===== src/verilog/mpc_pkg.sv =====
// Constants, register map and field layout of the multi-channel PWM core.
package mpc_pkg;

   // ****************************************
   // Widths and channel counts.
   // ****************************************
   localparam int ADDR_W = 8;
   localparam int DATA_W = 8;
   localparam int CNT_W = 16;
   localparam int NUM_CH = 8;
   localparam int NUM_PAIR = 4;
   localparam int PRE_W = 3;
   localparam int DEAD_W = 8;

   // ****************************************
   // Register offsets.
   // ****************************************
   localparam logic [ADDR_W-1:0] ADDR_INVERT = 8'hD1;
   localparam logic [ADDR_W-1:0] ADDR_CONTROL = 8'hD2;
   localparam logic [ADDR_W-1:0] ADDR_OUT_EN = 8'hD3;
   localparam logic [ADDR_W-1:0] ADDR_PERIOD_LO = 8'hD4;
   localparam logic [ADDR_W-1:0] ADDR_PERIOD_HI = 8'hD5;
   localparam logic [ADDR_W-1:0] ADDR_DEAD = 8'hD6;
   localparam logic [ADDR_W-1:0] ADDR_IRQ_MASK = 8'hD8;
   localparam logic [ADDR_W-1:0] ADDR_IRQ_STATUS = 8'hD9;
   localparam logic [ADDR_W-1:0] ADDR_DUTY_BASE = 8'hE0;
   localparam logic [ADDR_W-1:0] ADDR_DUTY_LAST = 8'hEF;

   // ****************************************
   // Field positions of the main control register and the interrupt status register.
   // ****************************************
   localparam int CTRL_RUN_BIT = 7;
   localparam int CTRL_FLAG_BIT = 6;
   localparam int CTRL_CLK_HI = 5;
   localparam int CTRL_CLK_LO = 4;
   localparam int CTRL_COMPL_BIT = 1;
   localparam int CTRL_CENTER_BIT = 0;
   localparam logic [DATA_W-1:0] CTRL_WRITE_MASK = 8'hB3;
   localparam int STAT_OVF_BIT = 0;

   // ****************************************
   // Reset values and unit steps.
   // ****************************************
   localparam logic [DATA_W-1:0] REG8_RESET = 8'h00;
   localparam logic [CNT_W-1:0] REG16_RESET = 16'h0000;
   localparam logic [CNT_W:0] CNT_ZERO = 17'h00000;
   localparam logic [CNT_W:0] CNT_ONE = 17'h00001;
   localparam logic [PRE_W-1:0] PRE_ONE = 3'h1;
   localparam logic [DEAD_W-1:0] DEAD_ONE = 8'h01;

endpackage


===== src/verilog/mpc_pwm_core.sv =====
// Eight-channel PWM core with shared counter, register port and interrupt.
`timescale 1ns/100ps
`default_nettype none
// Contract
// Independent mode: common period, per-channel duty.
// Complementary mode: four pairs with dead zone.
// Edge type counts up from zero, match toggles.
// Edge count reaching period plus one clears.
// Edge period is period plus one ticks.
// Center type reverses at period plus one.
// Center toggles both ways, underflow ends period.
// Center period is twice period plus one.
// Run bit set: clock gated in, counting.
// Run bit clear: halt, clear counter, GPIO.
// Overflow sets flag; interrupt only if enabled.
// Flag cleared only by software write.
// Clock select divides oscillator by 1/2/4/8.
// Mode field: complementary bit, center bit.
// Channel output enable selects PWM or GPIO.
// Channel invert bit inverts the waveform.
// Outputs disabled: still counts, still interrupts.
// Sixteen-bit counter, period, duty; even/odd pairs.
// Reserved control bits 3:2 ignored.
module mpc_pwm_core (
   input wire logic ref_clk,
   input wire logic reset_n,
   input wire logic [mpc_pkg::ADDR_W-1:0] reg_addr,
   input wire logic [mpc_pkg::DATA_W-1:0] reg_wdata,
   input wire logic reg_wr,
   input wire logic reg_rd,
   output logic [mpc_pkg::DATA_W-1:0] reg_rdata,
   output logic [mpc_pkg::NUM_CH-1:0] pwm_out,
   output logic [mpc_pkg::NUM_CH-1:0] pwm_oe,
   output logic irq
);
   import mpc_pkg::*;

   // ****************************************
   // Declarations.
   // ****************************************
   logic module_run_q;
   logic overflow_flag_q;
   logic [1:0] clock_prescale_sel_q;
   logic [1:0] mode_align_sel_q;
   logic [NUM_CH-1:0] channel_invert_q;
   logic [NUM_CH-1:0] channel_output_enable_q;
   logic [CNT_W-1:0] shared_period_value_q;
   logic [CNT_W-1:0] period_act_q;
   logic [DEAD_W-1:0] dead_value_q;
   logic [DATA_W-1:0] irq_mask_q;
   logic [DATA_W-1:0] irq_status_q;
   logic [CNT_W-1:0] channel_duty_value_q [NUM_CH];
   logic [CNT_W-1:0] duty_act_q [NUM_CH];
   logic [PRE_W-1:0] pre_cnt_q;
   logic [CNT_W:0] cnt_q;
   logic count_down_q;
   logic [NUM_CH-1:0] base_wave;
   logic [NUM_CH-1:0] raw_wave;
   logic [DEAD_W-1:0] dead_cnt_q [NUM_PAIR];
   logic [NUM_PAIR-1:0] pair_level_q;
   logic [DATA_W-1:0] rd_mux;
   logic tick;
   logic period_end;
   logic reload;
   logic ctrl_wr;
   logic status_rd;
   logic center_mode;
   logic compl_mode;
   logic [CNT_W:0] period_top;

   // ****************************************
   // Helper functions.
   // ****************************************

   // Mask of low prescaler bits that must all be one for a tick.
   function automatic logic [PRE_W-1:0] pre_mask(input logic [1:0] sel);
      logic [PRE_W-1:0] m;
      m = '0;
      for (int i = 0; i < PRE_W; i++) begin
         if (i < int'(sel)) begin
            m[i] = 1'b1;
         end
      end
      return m;
   endfunction

   // True when the address falls inside the duty window for a channel.
   function automatic logic duty_hit(input logic [ADDR_W-1:0] a, input int ch,
                                     input logic hi);
      return a == ADDR_W'(int'(ADDR_DUTY_BASE) + 2 * ch + int'(hi));
   endfunction

   // ****************************************
   // Decode of mode and bus strobes.
   // ****************************************

   // mode decode
   assign compl_mode = mode_align_sel_q[CTRL_COMPL_BIT];
   assign center_mode = mode_align_sel_q[CTRL_CENTER_BIT];
   assign ctrl_wr = reg_wr && (reg_addr == ADDR_CONTROL);
   assign status_rd = reg_rd && (reg_addr == ADDR_IRQ_STATUS);
   assign period_top = {1'b0, period_act_q} + CNT_ONE;

   // prescale enable pulse
   assign tick = module_run_q && ((pre_cnt_q & pre_mask(clock_prescale_sel_q))
                                  == pre_mask(clock_prescale_sel_q));

   // ****************************************
   // Control register.
   // ****************************************

   // Run, prescale and mode fields; reserved bits are dropped.
   always_ff @(posedge ref_clk or negedge reset_n) begin
      if (!reset_n) begin
         module_run_q <= 1'b0;
         clock_prescale_sel_q <= 2'h0;
         mode_align_sel_q <= 2'h0;
      end else if (ctrl_wr) begin
         // reserved ignored
         module_run_q <= reg_wdata[CTRL_RUN_BIT];
         clock_prescale_sel_q <= reg_wdata[CTRL_CLK_HI:CTRL_CLK_LO];
         mode_align_sel_q <= reg_wdata[CTRL_COMPL_BIT:CTRL_CENTER_BIT];
      end
   end

   // Overflow flag: hardware sets, a written zero clears, the set wins.
   always_ff @(posedge ref_clk or negedge reset_n) begin
      if (!reset_n) begin
         overflow_flag_q <= 1'b0;
      end else if (period_end) begin
         // flag set
         overflow_flag_q <= 1'b1;
      end else if (ctrl_wr && !reg_wdata[CTRL_FLAG_BIT]) begin
         // software clear
         overflow_flag_q <= 1'b0;
      end
   end

   // ****************************************
   // Other software registers.
   // ****************************************

   // Channel, period, dead zone and mask registers.
   always_ff @(posedge ref_clk or negedge reset_n) begin
      if (!reset_n) begin
         channel_invert_q <= REG8_RESET;
         channel_output_enable_q <= REG8_RESET;
         shared_period_value_q <= REG16_RESET;
         dead_value_q <= REG8_RESET;
         irq_mask_q <= REG8_RESET;
      end else if (reg_wr) begin
         if (reg_addr == ADDR_INVERT) begin
            channel_invert_q <= reg_wdata;
         end else if (reg_addr == ADDR_OUT_EN) begin
            channel_output_enable_q <= reg_wdata;
         end else if (reg_addr == ADDR_PERIOD_LO) begin
            shared_period_value_q[DATA_W-1:0] <= reg_wdata;
         end else if (reg_addr == ADDR_PERIOD_HI) begin
            shared_period_value_q[CNT_W-1:DATA_W] <= reg_wdata;
         end else if (reg_addr == ADDR_DEAD) begin
            dead_value_q <= reg_wdata;
         end else if (reg_addr == ADDR_IRQ_MASK) begin
            irq_mask_q <= reg_wdata;
         end
      end
   end

   // Per-channel duty registers and their active copies.
   generate
      for (genvar c = 0; c < NUM_CH; c++) begin : g_duty
         // per-channel duty
         always_ff @(posedge ref_clk or negedge reset_n) begin
            if (!reset_n) begin
               channel_duty_value_q[c] <= REG16_RESET;
            end else if (reg_wr && duty_hit(reg_addr, c, 1'b0)) begin
               channel_duty_value_q[c][DATA_W-1:0] <= reg_wdata;
            end else if (reg_wr && duty_hit(reg_addr, c, 1'b1)) begin
               channel_duty_value_q[c][CNT_W-1:DATA_W] <= reg_wdata;
            end
         end

         // A new duty takes effect at the next period boundary.
         always_ff @(posedge ref_clk or negedge reset_n) begin
            if (!reset_n) begin
               duty_act_q[c] <= REG16_RESET;
            end else if (reload) begin
               duty_act_q[c] <= channel_duty_value_q[c];
            end
         end
      end
   endgenerate

   // Active period follows the same boundary so a cycle is never cut short.
   always_ff @(posedge ref_clk or negedge reset_n) begin
      if (!reset_n) begin
         period_act_q <= REG16_RESET;
      end else if (reload) begin
         period_act_q <= shared_period_value_q;
      end
   end

   // ****************************************
   // Prescaler and shared counter.
   // ****************************************

   // Free divider of the oscillator clock, held at zero while stopped.
   always_ff @(posedge ref_clk or negedge reset_n) begin
      if (!reset_n) begin
         pre_cnt_q <= '0;
      end else if (!module_run_q) begin
         pre_cnt_q <= '0;
      end else begin
         pre_cnt_q <= pre_cnt_q + PRE_ONE;
      end
   end

   // End of a PWM period in either alignment.
   always_comb begin
      period_end = 1'b0;
      if (tick) begin
         if (!center_mode) begin
            // edge overflow
            period_end = (cnt_q == {1'b0, period_act_q});
         end else if (count_down_q) begin
            // underflow ends period
            period_end = (cnt_q == CNT_ONE);
         end else begin
            period_end = (cnt_q == period_top) && (period_act_q == REG16_RESET);
         end
      end
   end

   assign reload = period_end || !module_run_q;

   // Up counter for edge type, up then down for center type.
   always_ff @(posedge ref_clk or negedge reset_n) begin
      if (!reset_n) begin
         cnt_q <= CNT_ZERO;
         count_down_q <= 1'b0;
      end else if (!module_run_q) begin
         // halt and clear
         cnt_q <= CNT_ZERO;
         count_down_q <= 1'b0;
      end else if (period_end) begin
         // edge period length
         cnt_q <= CNT_ZERO;
         count_down_q <= 1'b0;
      end else if (tick) begin
         // counting while running
         if (center_mode && !count_down_q && cnt_q == period_top) begin
            // reverse at midpoint
            cnt_q <= {1'b0, period_act_q};
            count_down_q <= 1'b1;
         end else if (center_mode && count_down_q) begin
            // down leg completes period
            cnt_q <= cnt_q - CNT_ONE;
         end else begin
            // upward count
            cnt_q <= cnt_q + CNT_ONE;
            count_down_q <= 1'b0;
         end
      end
   end

   // ****************************************
   // Channel waveforms.
   // ****************************************

   // Compare the shared count with each duty; the down leg includes the match.
   generate
      for (genvar c = 0; c < NUM_CH; c++) begin : g_cmp
         // duty match toggles
         // match on both legs
         assign base_wave[c] = count_down_q ? (cnt_q <= {1'b0, duty_act_q[c]})
                                            : (cnt_q < {1'b0, duty_act_q[c]});
      end
   endgenerate

   // Complementary pairs: even duty drives both, each turn-on edge delayed by dead zone.
   generate
      for (genvar p = 0; p < NUM_PAIR; p++) begin : g_pair
         // dead zone insertion
         always_ff @(posedge ref_clk or negedge reset_n) begin
            if (!reset_n) begin
               pair_level_q[p] <= 1'b0;
               dead_cnt_q[p] <= REG8_RESET;
            end else if (base_wave[2*p] != pair_level_q[p]) begin
               pair_level_q[p] <= base_wave[2*p];
               dead_cnt_q[p] <= dead_value_q;
            end else if (dead_cnt_q[p] != REG8_RESET) begin
               dead_cnt_q[p] <= dead_cnt_q[p] - DEAD_ONE;
            end
         end

         // even/odd pairing
         always_comb begin
            if (compl_mode) begin
               raw_wave[2*p] = pair_level_q[p] && (dead_cnt_q[p] == REG8_RESET)
                               && (base_wave[2*p] == pair_level_q[p]);
               raw_wave[2*p+1] = !pair_level_q[p] && (dead_cnt_q[p] == REG8_RESET)
                                 && (base_wave[2*p] == pair_level_q[p]);
            end else begin
               raw_wave[2*p] = base_wave[2*p];
               raw_wave[2*p+1] = base_wave[2*p+1];
            end
         end
      end
   endgenerate

   // Pins: PWM with inversion when enabled and running, otherwise GPIO.
   always_ff @(posedge ref_clk or negedge reset_n) begin
      if (!reset_n) begin
         pwm_out <= '0;
         pwm_oe <= '0;
      end else if (!module_run_q) begin
         // pins return to GPIO
         pwm_out <= '0;
         pwm_oe <= '0;
      end else begin
         // inversion
         pwm_out <= (raw_wave ^ channel_invert_q) & channel_output_enable_q;
         // output enable
         pwm_oe <= channel_output_enable_q;
      end
   end

   // ****************************************
   // Interrupt.
   // ****************************************

   // Sticky status, cleared by a read of it; a new event wins over the clear.
   always_ff @(posedge ref_clk or negedge reset_n) begin
      if (!reset_n) begin
         irq_status_q <= REG8_RESET;
      end else if (period_end) begin
         // timer still interrupts
         irq_status_q[STAT_OVF_BIT] <= 1'b1;
      end else if (status_rd) begin
         irq_status_q <= REG8_RESET;
      end
   end

   // Level interrupt while any unmasked status bit is set.
   always_ff @(posedge ref_clk or negedge reset_n) begin
      if (!reset_n) begin
         irq <= 1'b0;
      end else begin
         // gated by enable
         irq <= |(irq_status_q & irq_mask_q);
      end
   end

   // ****************************************
   // Read port.
   // ****************************************

   // Read multiplexer; unmapped addresses return zero.
   always_comb begin
      rd_mux = REG8_RESET;
      if (reg_addr == ADDR_CONTROL) begin
         rd_mux[CTRL_RUN_BIT] = module_run_q;
         rd_mux[CTRL_FLAG_BIT] = overflow_flag_q;
         rd_mux[CTRL_CLK_HI:CTRL_CLK_LO] = clock_prescale_sel_q;
         rd_mux[CTRL_COMPL_BIT:CTRL_CENTER_BIT] = mode_align_sel_q;
      end else if (reg_addr == ADDR_INVERT) begin
         rd_mux = channel_invert_q;
      end else if (reg_addr == ADDR_OUT_EN) begin
         rd_mux = channel_output_enable_q;
      end else if (reg_addr == ADDR_PERIOD_LO) begin
         rd_mux = shared_period_value_q[DATA_W-1:0];
      end else if (reg_addr == ADDR_PERIOD_HI) begin
         rd_mux = shared_period_value_q[CNT_W-1:DATA_W];
      end else if (reg_addr == ADDR_DEAD) begin
         rd_mux = dead_value_q;
      end else if (reg_addr == ADDR_IRQ_MASK) begin
         rd_mux = irq_mask_q;
      end else if (reg_addr == ADDR_IRQ_STATUS) begin
         rd_mux = irq_status_q;
      end else if (reg_addr >= ADDR_DUTY_BASE && reg_addr <= ADDR_DUTY_LAST) begin
         for (int c = 0; c < NUM_CH; c++) begin
            if (duty_hit(reg_addr, c, 1'b0)) begin
               rd_mux = channel_duty_value_q[c][DATA_W-1:0];
            end else if (duty_hit(reg_addr, c, 1'b1)) begin
               rd_mux = channel_duty_value_q[c][CNT_W-1:DATA_W];
            end
         end
      end
   end

   // Read data stands for the one cycle after the strobe.
   always_ff @(posedge ref_clk or negedge reset_n) begin
      if (!reset_n) begin
         reg_rdata <= REG8_RESET;
      end else if (reg_rd) begin
         reg_rdata <= rd_mux;
      end else begin
         reg_rdata <= REG8_RESET;
      end
   end

endmodule
`default_nettype wire


===== config.mk =====
export PLATFORM = sky130hd
export DESIGN_NAME = mpc_pwm_core
export DESIGN_NICKNAME = d
export VERILOG_FILES = /design/src/verilog/mpc_pkg.sv /design/src/verilog/mpc_pwm_core.sv
export SDC_FILE = /design/constraint.sdc
export NUM_CORES = 1
export LEC_CHECK = 0
export BUFFER_PORTS_ARGS = -buffer_cell sky130_fd_sc_hd__buf_2
export CORE_MARGIN = 4
export CORE_UTILIZATION = 38
export DETAILED_ROUTE_END_ITERATION = 10
export SLEW_MARGIN = 25
export SYNTH_ARGS = -nofsm -noshare
export SYNTH_HDL_FRONTEND = slang
export SYNTH_SLANG_ARGS = --single-unit

===== constraint.sdc =====
create_clock -name ref_clk -period 4.05 [get_ports ref_clk]
set_input_delay 0.2025 -clock ref_clk [delete_from_list [all_inputs] [get_ports ref_clk]]
set_output_delay 0.2025 -clock ref_clk [all_outputs]
set_load 0.05 [all_outputs]

# Word-level counts from Yosys, hierarchy flattened
# Cells that the tools add are included.
[word_totals]
ff_bits = 409
elab_cells = 286
output_inout_bits = 25
in_bits = 20
[op_classes]
n_lt_le_gt_ge = 21
n_reduce_logical = 80
mux = 71
n_bitwise = 17
n_eq_ne = 38
addsub = 8
[ops]
columns = ["op", "n"]
rows = [
  ["2-to-1 mux 8 bit", 35],
  ["== test 8 bit (second input constant)", 24],
  ["less-or-equal comparator 17 x 16 -> 1 bit", 8],
  ["< comparator 17 x 16 -> 1 bit", 8],
  ["2-to-1 mux 17 bit", 5],
  ["logical AND 1 bit", 41],
  ["logical NOT 8 bit", 4],
  ["nonzero test 8 bit", 4],
  ["subtractor 8 x 1 -> 8 bit (second input constant)", 4],
  ["2-to-1 mux 1 bit", 23],
  ["AND reduction 2 bit", 10],
  ["adder 16 x 1 -> 17 bit (second input constant)", 1],
  ["adder 17 x 1 -> 17 bit (second input constant)", 1],
  ["== test 17 x 1 -> 1 bit (second input constant)", 1],
  ["== test 17 x 16 -> 1 bit", 1],
  ["== test 17 bit", 1],
  ["subtractor 17 x 1 -> 17 bit (second input constant)", 1],
  ["logical NOT 16 bit", 1],
  ["inverter 1 bit", 13],
  ["2-to-1 mux 2 bit", 6],
  ["nonzero test 2 bit", 6],
  ["bitwise AND 1 x 8 -> 8 bit", 1],
  ["bitwise AND 8 bit", 1],
  [">= comparator 8 bit (second input constant)", 1],
  ["21 further kinds", 34],
]

# Longest topological paths before layout
# Gate-level depths: netlist of run 1.
[logic_depth]
ltp_word = 27
ltp_mapped = 12

# Least setup slack after synthesis of run 1
# OpenSTA, ideal clock, no wires.
[synth_timing]
kind = "reg2reg"
from = "register period_act_q[1]"
to = "register duty_act_q[12] (netlist name)"
stages_incl_launch_ff = 12
arrival_time_ns = 2.938
synth_period_minus_slack_ns = 3.066
path_slack_ns = 0.984
setup_ns = 0.127
path_cell_list = "dfrtp_1 -> ha_1 -> clkbuf_1 -> nand2_1 -> or4_1 -> a222oi_1 -> o2111ai_1 -> o21ba_2 -> o21ai_4 -> buf_6 -> buf_6 -> mux2_1"
[synth_between]
elab_chain_cells = 7
[synth_lines]
columns = ["element", "line_no", "rtl"]
rows = [
  ["from (decl)", "mpc_pwm_core.sv:48", "logic [CNT_W-1:0] period_act_q;"],
  ["from (signal assigned)", "mpc_pwm_core.sv:198", "period_act_q <= shared_period_value_q;"],
  ["adder 16 x 1 -> 17 bit", "mpc_pwm_core.sv:102", "assign period_top = {1'b0, period_act_q} + CNT_ONE;"],
  ["== test 17 bit", "mpc_pwm_core.sv:228", "period_end = (cnt_q == period_top) && (period_act_q == REG16_RESET);"],
  ["logical AND 1 bit", "mpc_pwm_core.sv:228", ""],
  ["2-to-1 mux 1 bit", "mpc_pwm_core.sv:224", "end else if (count_down_q) begin"],
  ["2-to-1 mux 1 bit (*)", "mpc_pwm_core.sv:221", "if (!center_mode) begin"],
  ["2-to-1 mux 1 bit (*)", "mpc_pwm_core.sv:220", "if (tick) begin"],
  ["logical OR 1 bit (*)", "mpc_pwm_core.sv:233", "assign reload = period_end || !module_run_q;"],
  ["to (signal, indexed assignment)", "mpc_pwm_core.sv:187", "duty_act_q[c] <= channel_duty_value_q[c];"],
  ["to (decl)", "mpc_pwm_core.sv:53", "logic [CNT_W-1:0] duty_act_q [NUM_CH];"],
]
# Mark *: on every way between the ends. The rest lies on a longest branch, timed or not.
# A chain may end at the register's enable or synchronous reset.

# Worst setup path in the final report of run 1
[layout_timing]
from = "register cnt_q[8]"
to = "register duty_act_q[37] (netlist name)"
[layout_between]
elab_chain_cells = 6
[layout_lines]
columns = ["element", "line_no", "rtl"]
rows = [
  ["from (decl)", "mpc_pwm_core.sv:55", "logic [CNT_W:0] cnt_q;"],
  ["from (signal assigned)", "mpc_pwm_core.sv:252", "cnt_q <= {1'b0, period_act_q};"],
  ["from (signal assigned)", "mpc_pwm_core.sv:256", "cnt_q <= cnt_q - CNT_ONE;"],
  ["from (signal assigned)", "mpc_pwm_core.sv:259", "cnt_q <= cnt_q + CNT_ONE;"],
  ["== test 17 bit", "mpc_pwm_core.sv:228", ""],
  ["logical AND 1 bit", "mpc_pwm_core.sv:228", ""],
  ["2-to-1 mux 1 bit", "mpc_pwm_core.sv:224", ""],
  ["2-to-1 mux 1 bit (*)", "mpc_pwm_core.sv:221", ""],
  ["2-to-1 mux 1 bit (*)", "mpc_pwm_core.sv:220", ""],
  ["logical OR 1 bit (*)", "mpc_pwm_core.sv:233", ""],
]
# Marks and branches as above.

==> results of run 1 <==
## worst min-delay path by stage
stage | startpoint | endpoint | slack [ns] | cells after the start
finish | reset_n | channel_duty_value_q[96]$_DFFE_PN0P_ | 0.19 | 2
global route | reset_n | channel_duty_value_q[120]$_DFFE_PN0P_ | 0.24 | 2
CTS | reset_n | channel_duty_value_q[120]$_DFFE_PN0P_ | 0.23 | 2
detailed placement | reset_n | channel_duty_value_q[120]$_DFFE_PN0P_ | 0.27 | 1
global placement | reset_n | channel_duty_value_q[96]$_DFFE_PN0P_ | 0.27 | 1
floorplan | reset_n | channel_duty_value_q[0]$_DFFE_PN0P_ | -0.09 | 0
## worst max-delay path, cell delays in order (launching register included)
cell and delay, ns:
sky130_fd_sc_hd__dfrtp_1 0.73, sky130_fd_sc_hd__nor4_1 0.76, sky130_fd_sc_hd__nand4_1 0.18, sky130_fd_sc_hd__o21ai_1 0.18, sky130_fd_sc_hd__a22oi_1 0.15, sky130_fd_sc_hd__or2_2 0.39
sky130_fd_sc_hd__o21ai_4 0.25, sky130_fd_sc_hd__buf_12 0.38, sky130_fd_sc_hd__mux2_1 0.37
## flip-flops by register name (all words and copies together) (netlist names), 2 cells and up
name	flops
pwm_oe	8
dead_value_q	8
mode_align_sel_q	2
pair_level_q	4
reg_rdata	8
shared_period_value_q	16
dead_cnt_q	32
pre_cnt_q	3
channel_duty_value_q	128
clock_prescale_sel_q	2
irq_mask_q	8
duty_act_q	128
channel_output_enable_q	8
pwm_out	8
channel_invert_q	8
cnt_q	17
period_act_q	16
## layout by cell type (no fill, tap or decap), drive strengths merged, types with 27 or more instances in the layout
cell,synthesis,routed
o21ai,74,74
mux2,341,341
inv,175,176
buf,32,129
and3,29,29
a21o,27,27
nor2,102,102
nand4,29,29
nand2,134,134
ha,138,138
a21oi,116,116
clkbuf,79,70
dfrtp,409,409
nand3,54,54
xnor2,34,34
nor3,51,51
## synthesized netlist by cell type, drive strengths merged, types with 20 or more instances
| master | n |
|---|---|
| a21o | 27 |
| ha | 138 |
| and3 | 29 |
| o21ai | 74 |
| a21oi | 116 |
| nand4 | 29 |
| mux2i | 20 |
| inv | 175 |
| o22ai | 22 |
| xnor2 | 34 |
| a22oi | 22 |
| nand3 | 54 |
| dfrtp | 409 |
| buf | 32 |
| nor3 | 51 |
| mux2 | 341 |
| nor2 | 102 |
| nor4 | 22 |
| nand2 | 134 |
| clkbuf | 79 |
## power by group
group          switching [mW]  internal (mW)  total, mW
Clock                    1.74           2.70       4.44
Combinational            1.18          0.895       2.08
Sequential              0.321           4.41       4.73
## cells by family after synthesis
group,share of synthesized area
simple gates,0.116
compound gates,0.120
flops,0.444
mux,0.177
buf+inv,0.0502
fa+ha+maj,0.0750
xor+xnor,0.0164
## metal layers
layer | track usage | routed length [µm]
met5 | 0 | 0
met4 | 0.0871 | 3020
met3 | 0.0356 | 5100
met2 | 0.367 | 33600
met1 | 0.333 | 34200
## final cells by class
cell class	count	area, µm²
antenna	1	2.50
clock buffer	70	1320
clock inverter	13	267
fill	5693	33400
inverter	175	657
multi-input combinational	1490	11600
sequential	409	10200
tap	773	967
timing repair buffer	131	951
## stage by stage
stage	setup WS [ns]	power (mW)	instance area, µm²
detailed placement	0.503	6.85	24400
CTS	0.451	11.3	26000
finish	0.424	11.2	26100
global placement	0.530	6.78	24400
global route	0.266	11.8	26000
floorplan	0.984	6.13	23000
==> tab_implementation.tex, run 1 <==
\begin{tabular}{lr}
\hline
Metric & Value \\
\hline
\multicolumn{2}{l}{\textbf{Placed design}} \\
\quad Placed cell count & 2,976 \\
\quad Post-detailed-placement half-perimeter wirelength & 54,200 µm \\
\quad Final weighted congestion of routability-driven global placement & 0.947 \\
\quad Port Buf Inserts & 44 \\
\multicolumn{2}{l}{\textbf{Timing}} \\
\quad Peak Freq & 276 MHz \\
\quad RSZ-0062 raised after global routing & no \\
\quad Normalized max-slew margin & 0.236 \\
\quad Share of the cycle needed by the critical path after routing & 0.895 \\
\quad Slew of the pin with the lowest slew margin & 1.14 ns \\
\quad Clock period minus final worst setup slack & 3.63 ns \\
\quad Setup-failing EPs final & 0 \\
\quad Aggregate negative setup slack & 0 ns \\
\quad Hold Slack & 0.189 ns \\
\quad Number of failing hold endpoints at the final stage & 0 \\
\quad Final number of max-transition violations & 0 \\
\quad Worst clock skew & 0.0383 ns \\
\multicolumn{2}{l}{\textbf{Clock network}} \\
\quad Clock latency of the later-clocked register in the worst-skew pair & 0.60 ns \\
\quad Number of CTS-inserted buffers & 45 \\
\quad Post-CTS sizing & 0 \\
\quad Number of clock sinks & 409 \\
\quad Post-CTS setup repair buffer count & 0 \\
\quad Clock tree root driver cell & sky130\_fd\_sc\_hd\_\_clkbuf\_16 \\
\quad CTS clk-pin slew, worst paths & 0.07 ns \\
\quad TritonCTS clock tree & built \\
\quad Hold-fix buffers, CTS & 2 \\
\quad Number of buffers on the longest clock path & 3 \\
\quad Htree depth & 2 \\
\multicolumn{2}{l}{\textbf{Yosys}} \\
\quad Nets in the synthesized netlist & 2,343 \\
\quad Top post-synthesis cells by area & sky130\_fd\_sc\_hd\_\_dfrtp\_1, sky130\_fd\_sc\_hd\_\_mux2\_2, sky130\_fd\_sc\_hd\_\_ha\_1, sky130\_fd\_sc\_hd\_\_inv\_1, sky130\_fd\_sc\_hd\_\_mux2\_1 \\
\quad Number of enable-type register cells in the synthesized netlist & 0 \\
\quad Cell area after synthesis & 23,000 µm² \\
\quad Cell type with the largest total area after synthesis & sky130\_fd\_sc\_hd\_\_dfrtp\_1 \\
\quad Warnings from Yosys & 0 \\
\quad Proportion of synthesized flip-flops having asynchronous set or reset & 1.00 \\
\quad Area fraction of the dominant cell type after synthesis & 0.444 \\
\quad Number of different library cells in the post-synthesis netlist & 79 \\
\quad Main synth FF type & sky130\_fd\_sc\_hd\_\_dfrtp\_1 \\
\quad Syn avg cell area & 10.5 µm² \\
\quad Register bit total from synthesis & 409 \\
\quad Gate count of the mapped netlist & 2,185 \\
\quad Sequential element share of the synthesized area & 0.444 \\
\multicolumn{2}{l}{\textbf{Critical path}} \\
\quad Endpoint arrival time on the critical path & 4.07 ns \\
\quad Reg-to-reg slack, setup & 0.42 ns \\
\quad Worst setup path endpoint & duty\_act\_q[37]\$\_DFFE\_PN0N\_ \\
\quad Worst reg2reg path endpoint & duty\_act\_q[37]\$\_DFFE\_PN0N\_ \\
\quad Worst setup path class & flop to flop \\
\quad Kind of end point of the critical path & flop \\
\quad Reg2Reg Depth & 8 \\
\quad Reg2Reg Launch Point & cnt\_q[8]\$\_DFFE\_PN0P\_ \\
\quad Startpoint of the most critical setup path & cnt\_q[8]\$\_DFFE\_PN0P\_ \\
\quad Crit path launch type & flop \\
\quad Required time of the worst setup path & 4.49 ns \\
\quad Crit-path max FO & 69 \\
\multicolumn{2}{l}{\textbf{Floorplanning}} \\
\quad Vertical die dimension & 254 µm \\
\quad Die footprint & 64,600 µm² \\
\quad Placement Rows & 89 \\
\quad Placeable core region & 59,500 µm² \\
\quad Initial core utilization & 0.387 \\
\quad Total I/O pin count & 45 \\
\quad Die W & 254 µm \\
\multicolumn{2}{l}{\textbf{Pwr}} \\
\quad Total leakage power & 12.4 nW \\
\quad Power per cell area & 432 nW/µm² \\
\quad Max VDD drop & 324 µV \\
\multicolumn{2}{l}{\textbf{Finish}} \\
\quad Share of layout cells above drive strength 1 & 0.220 \\
\quad Final core utilization & 0.438 \\
\quad Area growth from synthesis to layout & 13.1\% \\
\quad Final cell count without fillers & 3,062 \\
\quad Layout Nets & 2,410 \\
\multicolumn{2}{l}{\textbf{Global route}} \\
\quad Wire length of the first global-routing pass & 115,000 µm \\
\quad Congestion Overflow GR & 0 \\
\quad Largest net degree at the start of global routing & 85 \\
\quad Total global-route track usage & 0.235 \\
\quad Via count of the first global-routing pass & 18,007 \\
\quad Antenna violations before repair & 2 \\
\multicolumn{2}{l}{\textbf{Drt}} \\
\quad Routed length per placed instance & 24.8 µm \\
\quad Starting DRC count in detailed routing & 1,542 \\
\quad Post-route ant nets & 0 \\
\quad Post-route DRC & 0 \\
\quad Per-cell via count in the routed design & 5.81 \\
\quad Total number of vias & 17,796 \\
\quad 1st-pass router iterations & 6 \\
\quad Routed wire length & 76,000 µm \\
\multicolumn{2}{l}{\textbf{Run status}} \\
\quad Run status & completed \\
\multicolumn{2}{l}{\textbf{Hold path}} \\
\quad Worst hold path type & input pin to asynchronous set/reset pin \\
\multicolumn{2}{l}{\textbf{Flow run}} \\
\quad Max-Cap Viols & 0 \\
\hline
\end{tabular}
(Power assumes the default switching activity.)
==> run 2, diff against run 1 <==
--- a/config.mk
+++ b/config.mk
@@ -9,6 +9,7 @@
 export CORE_MARGIN = 4
 export CORE_UTILIZATION = 38
 export DETAILED_ROUTE_END_ITERATION = 10
+export MAX_ROUTING_LAYER = met4
 export SLEW_MARGIN = 25
 export SYNTH_ARGS = -nofsm -noshare
 export SYNTH_HDL_FRONTEND = slang
==> run 2 against run 1 <==
Net effect:
- total power grew 2.2%
- utilization grew 0.16 points
- via count grew 1.2%
- sequential cell count is the same
==> tab_implementation.tex, run 2 (synthesis gave the netlist of run 1 again) <==
\begin{tabular}{lr}
\hline
Metric & Value \\
\hline
\multicolumn{2}{l}{\textbf{Critical path}} \\
\quad Crit-path max FO & 85 \\
\quad Endpoint arrival time on the critical path & 4.04 ns \\
\quad Kind of end point of the critical path & flop \\
\quad Crit path launch type & flop \\
\quad Worst setup path class & flop to flop \\
\quad Required time of the worst setup path & 4.51 ns \\
\multicolumn{2}{l}{\textbf{Global route}} \\
\quad Total global-route track usage & 0.244 \\
\quad Wire length of the first global-routing pass & 116,000 µm \\
\quad Via count of the first global-routing pass & 17,894 \\
\quad Antenna violations before repair & 5 \\
\quad Congestion Overflow GR & 0 \\
\quad Largest net degree at the start of global routing & 100 \\
\multicolumn{2}{l}{\textbf{Drt}} \\
\quad Per-cell via count in the routed design & 5.88 \\
\quad Routed length per placed instance & 25.1 µm \\
\quad Total number of vias & 18,014 \\
\quad Post-route ant nets & 0 \\
\quad Starting DRC count in detailed routing & 1,825 \\
\quad 1st-pass router iterations & 8 \\
\quad Post-route DRC & 0 \\
\quad Routed wire length & 76,900 µm \\
\multicolumn{2}{l}{\textbf{Finish}} \\
\quad Layout Nets & 2,413 \\
\quad Commonest non-fill, non-tap cell in the layout & sky130\_fd\_sc\_hd\_\_dfrtp\_1 \\
\quad Final cell count without fillers & 3,062 \\
\quad Share of layout cells above drive strength 1 & 0.223 \\
\quad Registers with the highest flip-flop counts & channel\_duty\_value\_q x128, duty\_act\_q x128, dead\_cnt\_q x32 \\
\quad Top library cells by usage in the layout, fill and taps aside & sky130\_fd\_sc\_hd\_\_dfrtp\_1, sky130\_fd\_sc\_hd\_\_mux2\_2, sky130\_fd\_sc\_hd\_\_inv\_1 \\
\quad Final core utilization & 0.440 \\
\quad Area growth from synthesis to layout & 13.5\% \\
\multicolumn{2}{l}{\textbf{Timing}} \\
\quad RSZ-0062 raised after global routing & no \\
\quad Setup-failing EPs final & 0 \\
\quad Number of failing hold endpoints at the final stage & 0 \\
\quad Slew of the pin with the lowest slew margin & 0.947 ns \\
\quad Clock period minus final worst setup slack & 3.59 ns \\
\quad Worst clock skew & 0.0295 ns \\
\quad Final number of max-transition violations & 0 \\
\quad Normalized max-slew margin & 0.369 \\
\quad Share of the cycle needed by the critical path after routing & 0.886 \\
\quad Aggregate negative setup slack & 0 ns \\
\quad Peak Freq & 279 MHz \\
\quad Hold Slack & 0.238 ns \\
\multicolumn{2}{l}{\textbf{Clock network}} \\
\quad Clock latency of the later-clocked register in the worst-skew pair & 0.60 ns \\
\quad Hold-fix buffers, CTS & 2 \\
\quad TritonCTS clock tree & built \\
\quad Clock tree root driver cell & sky130\_fd\_sc\_hd\_\_clkbuf\_16 \\
\quad Number of buffers on the longest clock path & 3 \\
\quad Number of CTS-inserted buffers & 46 \\
\quad Number of clock sinks & 409 \\
\quad Post-CTS setup repair buffer count & 0 \\
\quad CTS clk-pin slew, worst paths & 0.06 ns \\
\quad Post-CTS sizing & 0 \\
\quad Htree depth & 2 \\
\multicolumn{2}{l}{\textbf{Pwr}} \\
\quad Clk network pwr share & 0.406 \\
\quad Total leakage power & 12.4 nW \\
\quad Power dissipated by switching net loads & 3.26 mW \\
\quad Switching share of power & 0.284 \\
\quad Reg power frac & 0.412 \\
\quad Share of total power in combinational logic & 0.182 \\
\quad Power per cell area & 439 nW/µm² \\
\quad Max VDD drop & 284 µV \\
\quad Cell-internal power & 8.22 mW \\
\multicolumn{2}{l}{\textbf{Floorplanning}} \\
\quad Placement Rows & 89 \\
\quad Die footprint & 64,600 µm² \\
\quad Initial core utilization & 0.387 \\
\quad Total I/O pin count & 45 \\
\quad Placeable core region & 59,500 µm² \\
\quad Die W & 254 µm \\
\quad Vertical die dimension & 254 µm \\
\multicolumn{2}{l}{\textbf{Run status}} \\
\quad Run status & completed \\
\multicolumn{2}{l}{\textbf{Placed design}} \\
\quad Final weighted congestion of routability-driven global placement & 0.951 \\
\quad Post-detailed-placement half-perimeter wirelength & 54,900 µm \\
\quad Port Buf Inserts & 44 \\
\quad Placed cell count & 2,978 \\
\multicolumn{2}{l}{\textbf{Flow run}} \\
\quad Max-Cap Viols & 0 \\
\multicolumn{2}{l}{\textbf{Hold path}} \\
\quad Worst hold path type & input pin to flop \\
\hline
\end{tabular}
[run 2: area by class of cell]
| cell class | instances | area [µm²] |
|---|---|---|
| multi-input cells | 1490 | 11600 |
| well taps | 773 | 967 |
| fillers | 5668 | 33300 |
| diodes | 2 | 5.00 |
| clock inverters | 21 | 399 |
| flip-flops and latches | 409 | 10200 |
| repair buffers | 133 | 966 |
| inverters | 175 | 657 |
| clock buffers | 59 | 1270 |
[run 2: worst max-delay path, cell delays in order (launching register included)]
cell	delay [ns]
sky130_fd_sc_hd__dfrtp_1	0.45
sky130_fd_sc_hd__ha_1	0.36
sky130_fd_sc_hd__nand2_1	0.19
sky130_fd_sc_hd__or4_1	0.51
sky130_fd_sc_hd__a222oi_1	0.36
sky130_fd_sc_hd__o2111ai_1	0.18
sky130_fd_sc_hd__o21ba_2	0.27
sky130_fd_sc_hd__o21ai_4	0.21
sky130_fd_sc_hd__buf_12	0.43
sky130_fd_sc_hd__mux2_1	0.38
[run 2: path summary, 6_finish.rpt]
path / startpoint / to / slack [ns] / depth (start not counted)
min in group asynchronous: reset_n / duty_act_q[120]$_DFFE_PN0N_ / 0.25 / 2
max reg2reg: period_act_q[1]$_DFFE_PN0N_ / duty_act_q[51]$_DFFE_PN0N_ / 0.46 / 9
max: period_act_q[1]$_DFFE_PN0N_ / duty_act_q[51]$_DFFE_PN0N_ / 0.46 / 9
min: reg_wdata[4] / shared_period_value_q[12]$_DFFE_PN0P_ / 0.24 / 3
min reg2reg: pre_cnt_q[0]$_DFF_PN0_ / pre_cnt_q[0]$_DFF_PN0_ / 0.48 / 1
max in group asynchronous: reset_n / channel_duty_value_q[49]$_DFFE_PN0P_ / 2.55 / 3
[run 2: per-stage QoR]
stage | setup slack [ns] | total power [mW] | instance area [µm²]
after global routing | 0.257 | 12.0 | 26100
after detailed placement | 0.536 | 6.87 | 24500
final | 0.464 | 11.5 | 26100
after CTS | 0.509 | 11.6 | 26100
after floorplan | 0.984 | 6.13 | 23000
after global placement | 0.508 | 6.79 | 24500
[run 2: metal layers]
metal / part of all wire / global-route usage / vias to the layer above
met5: 0 / - / -
met4: 0.029 / 0.0701 / 0
met3: 0.065 / 0.0352 / 143
met2: 0.45 / 0.372 / 682
met1: 0.45 / 0.340 / 9170
li1: - / - / 8019
[run 2: power groups by stage]
stage          combinational [mW]  sequential [mW]  clock (mW)
2_1_floorplan                1.46             4.66           0
3_3_place_gp                 2.01             4.77           0
3_5_place_dp                 2.07             4.80           0
4_1_cts                      2.09             4.72        4.75
5_1_grt                      2.31             4.77        4.90
6_report                     2.09             4.73        4.67
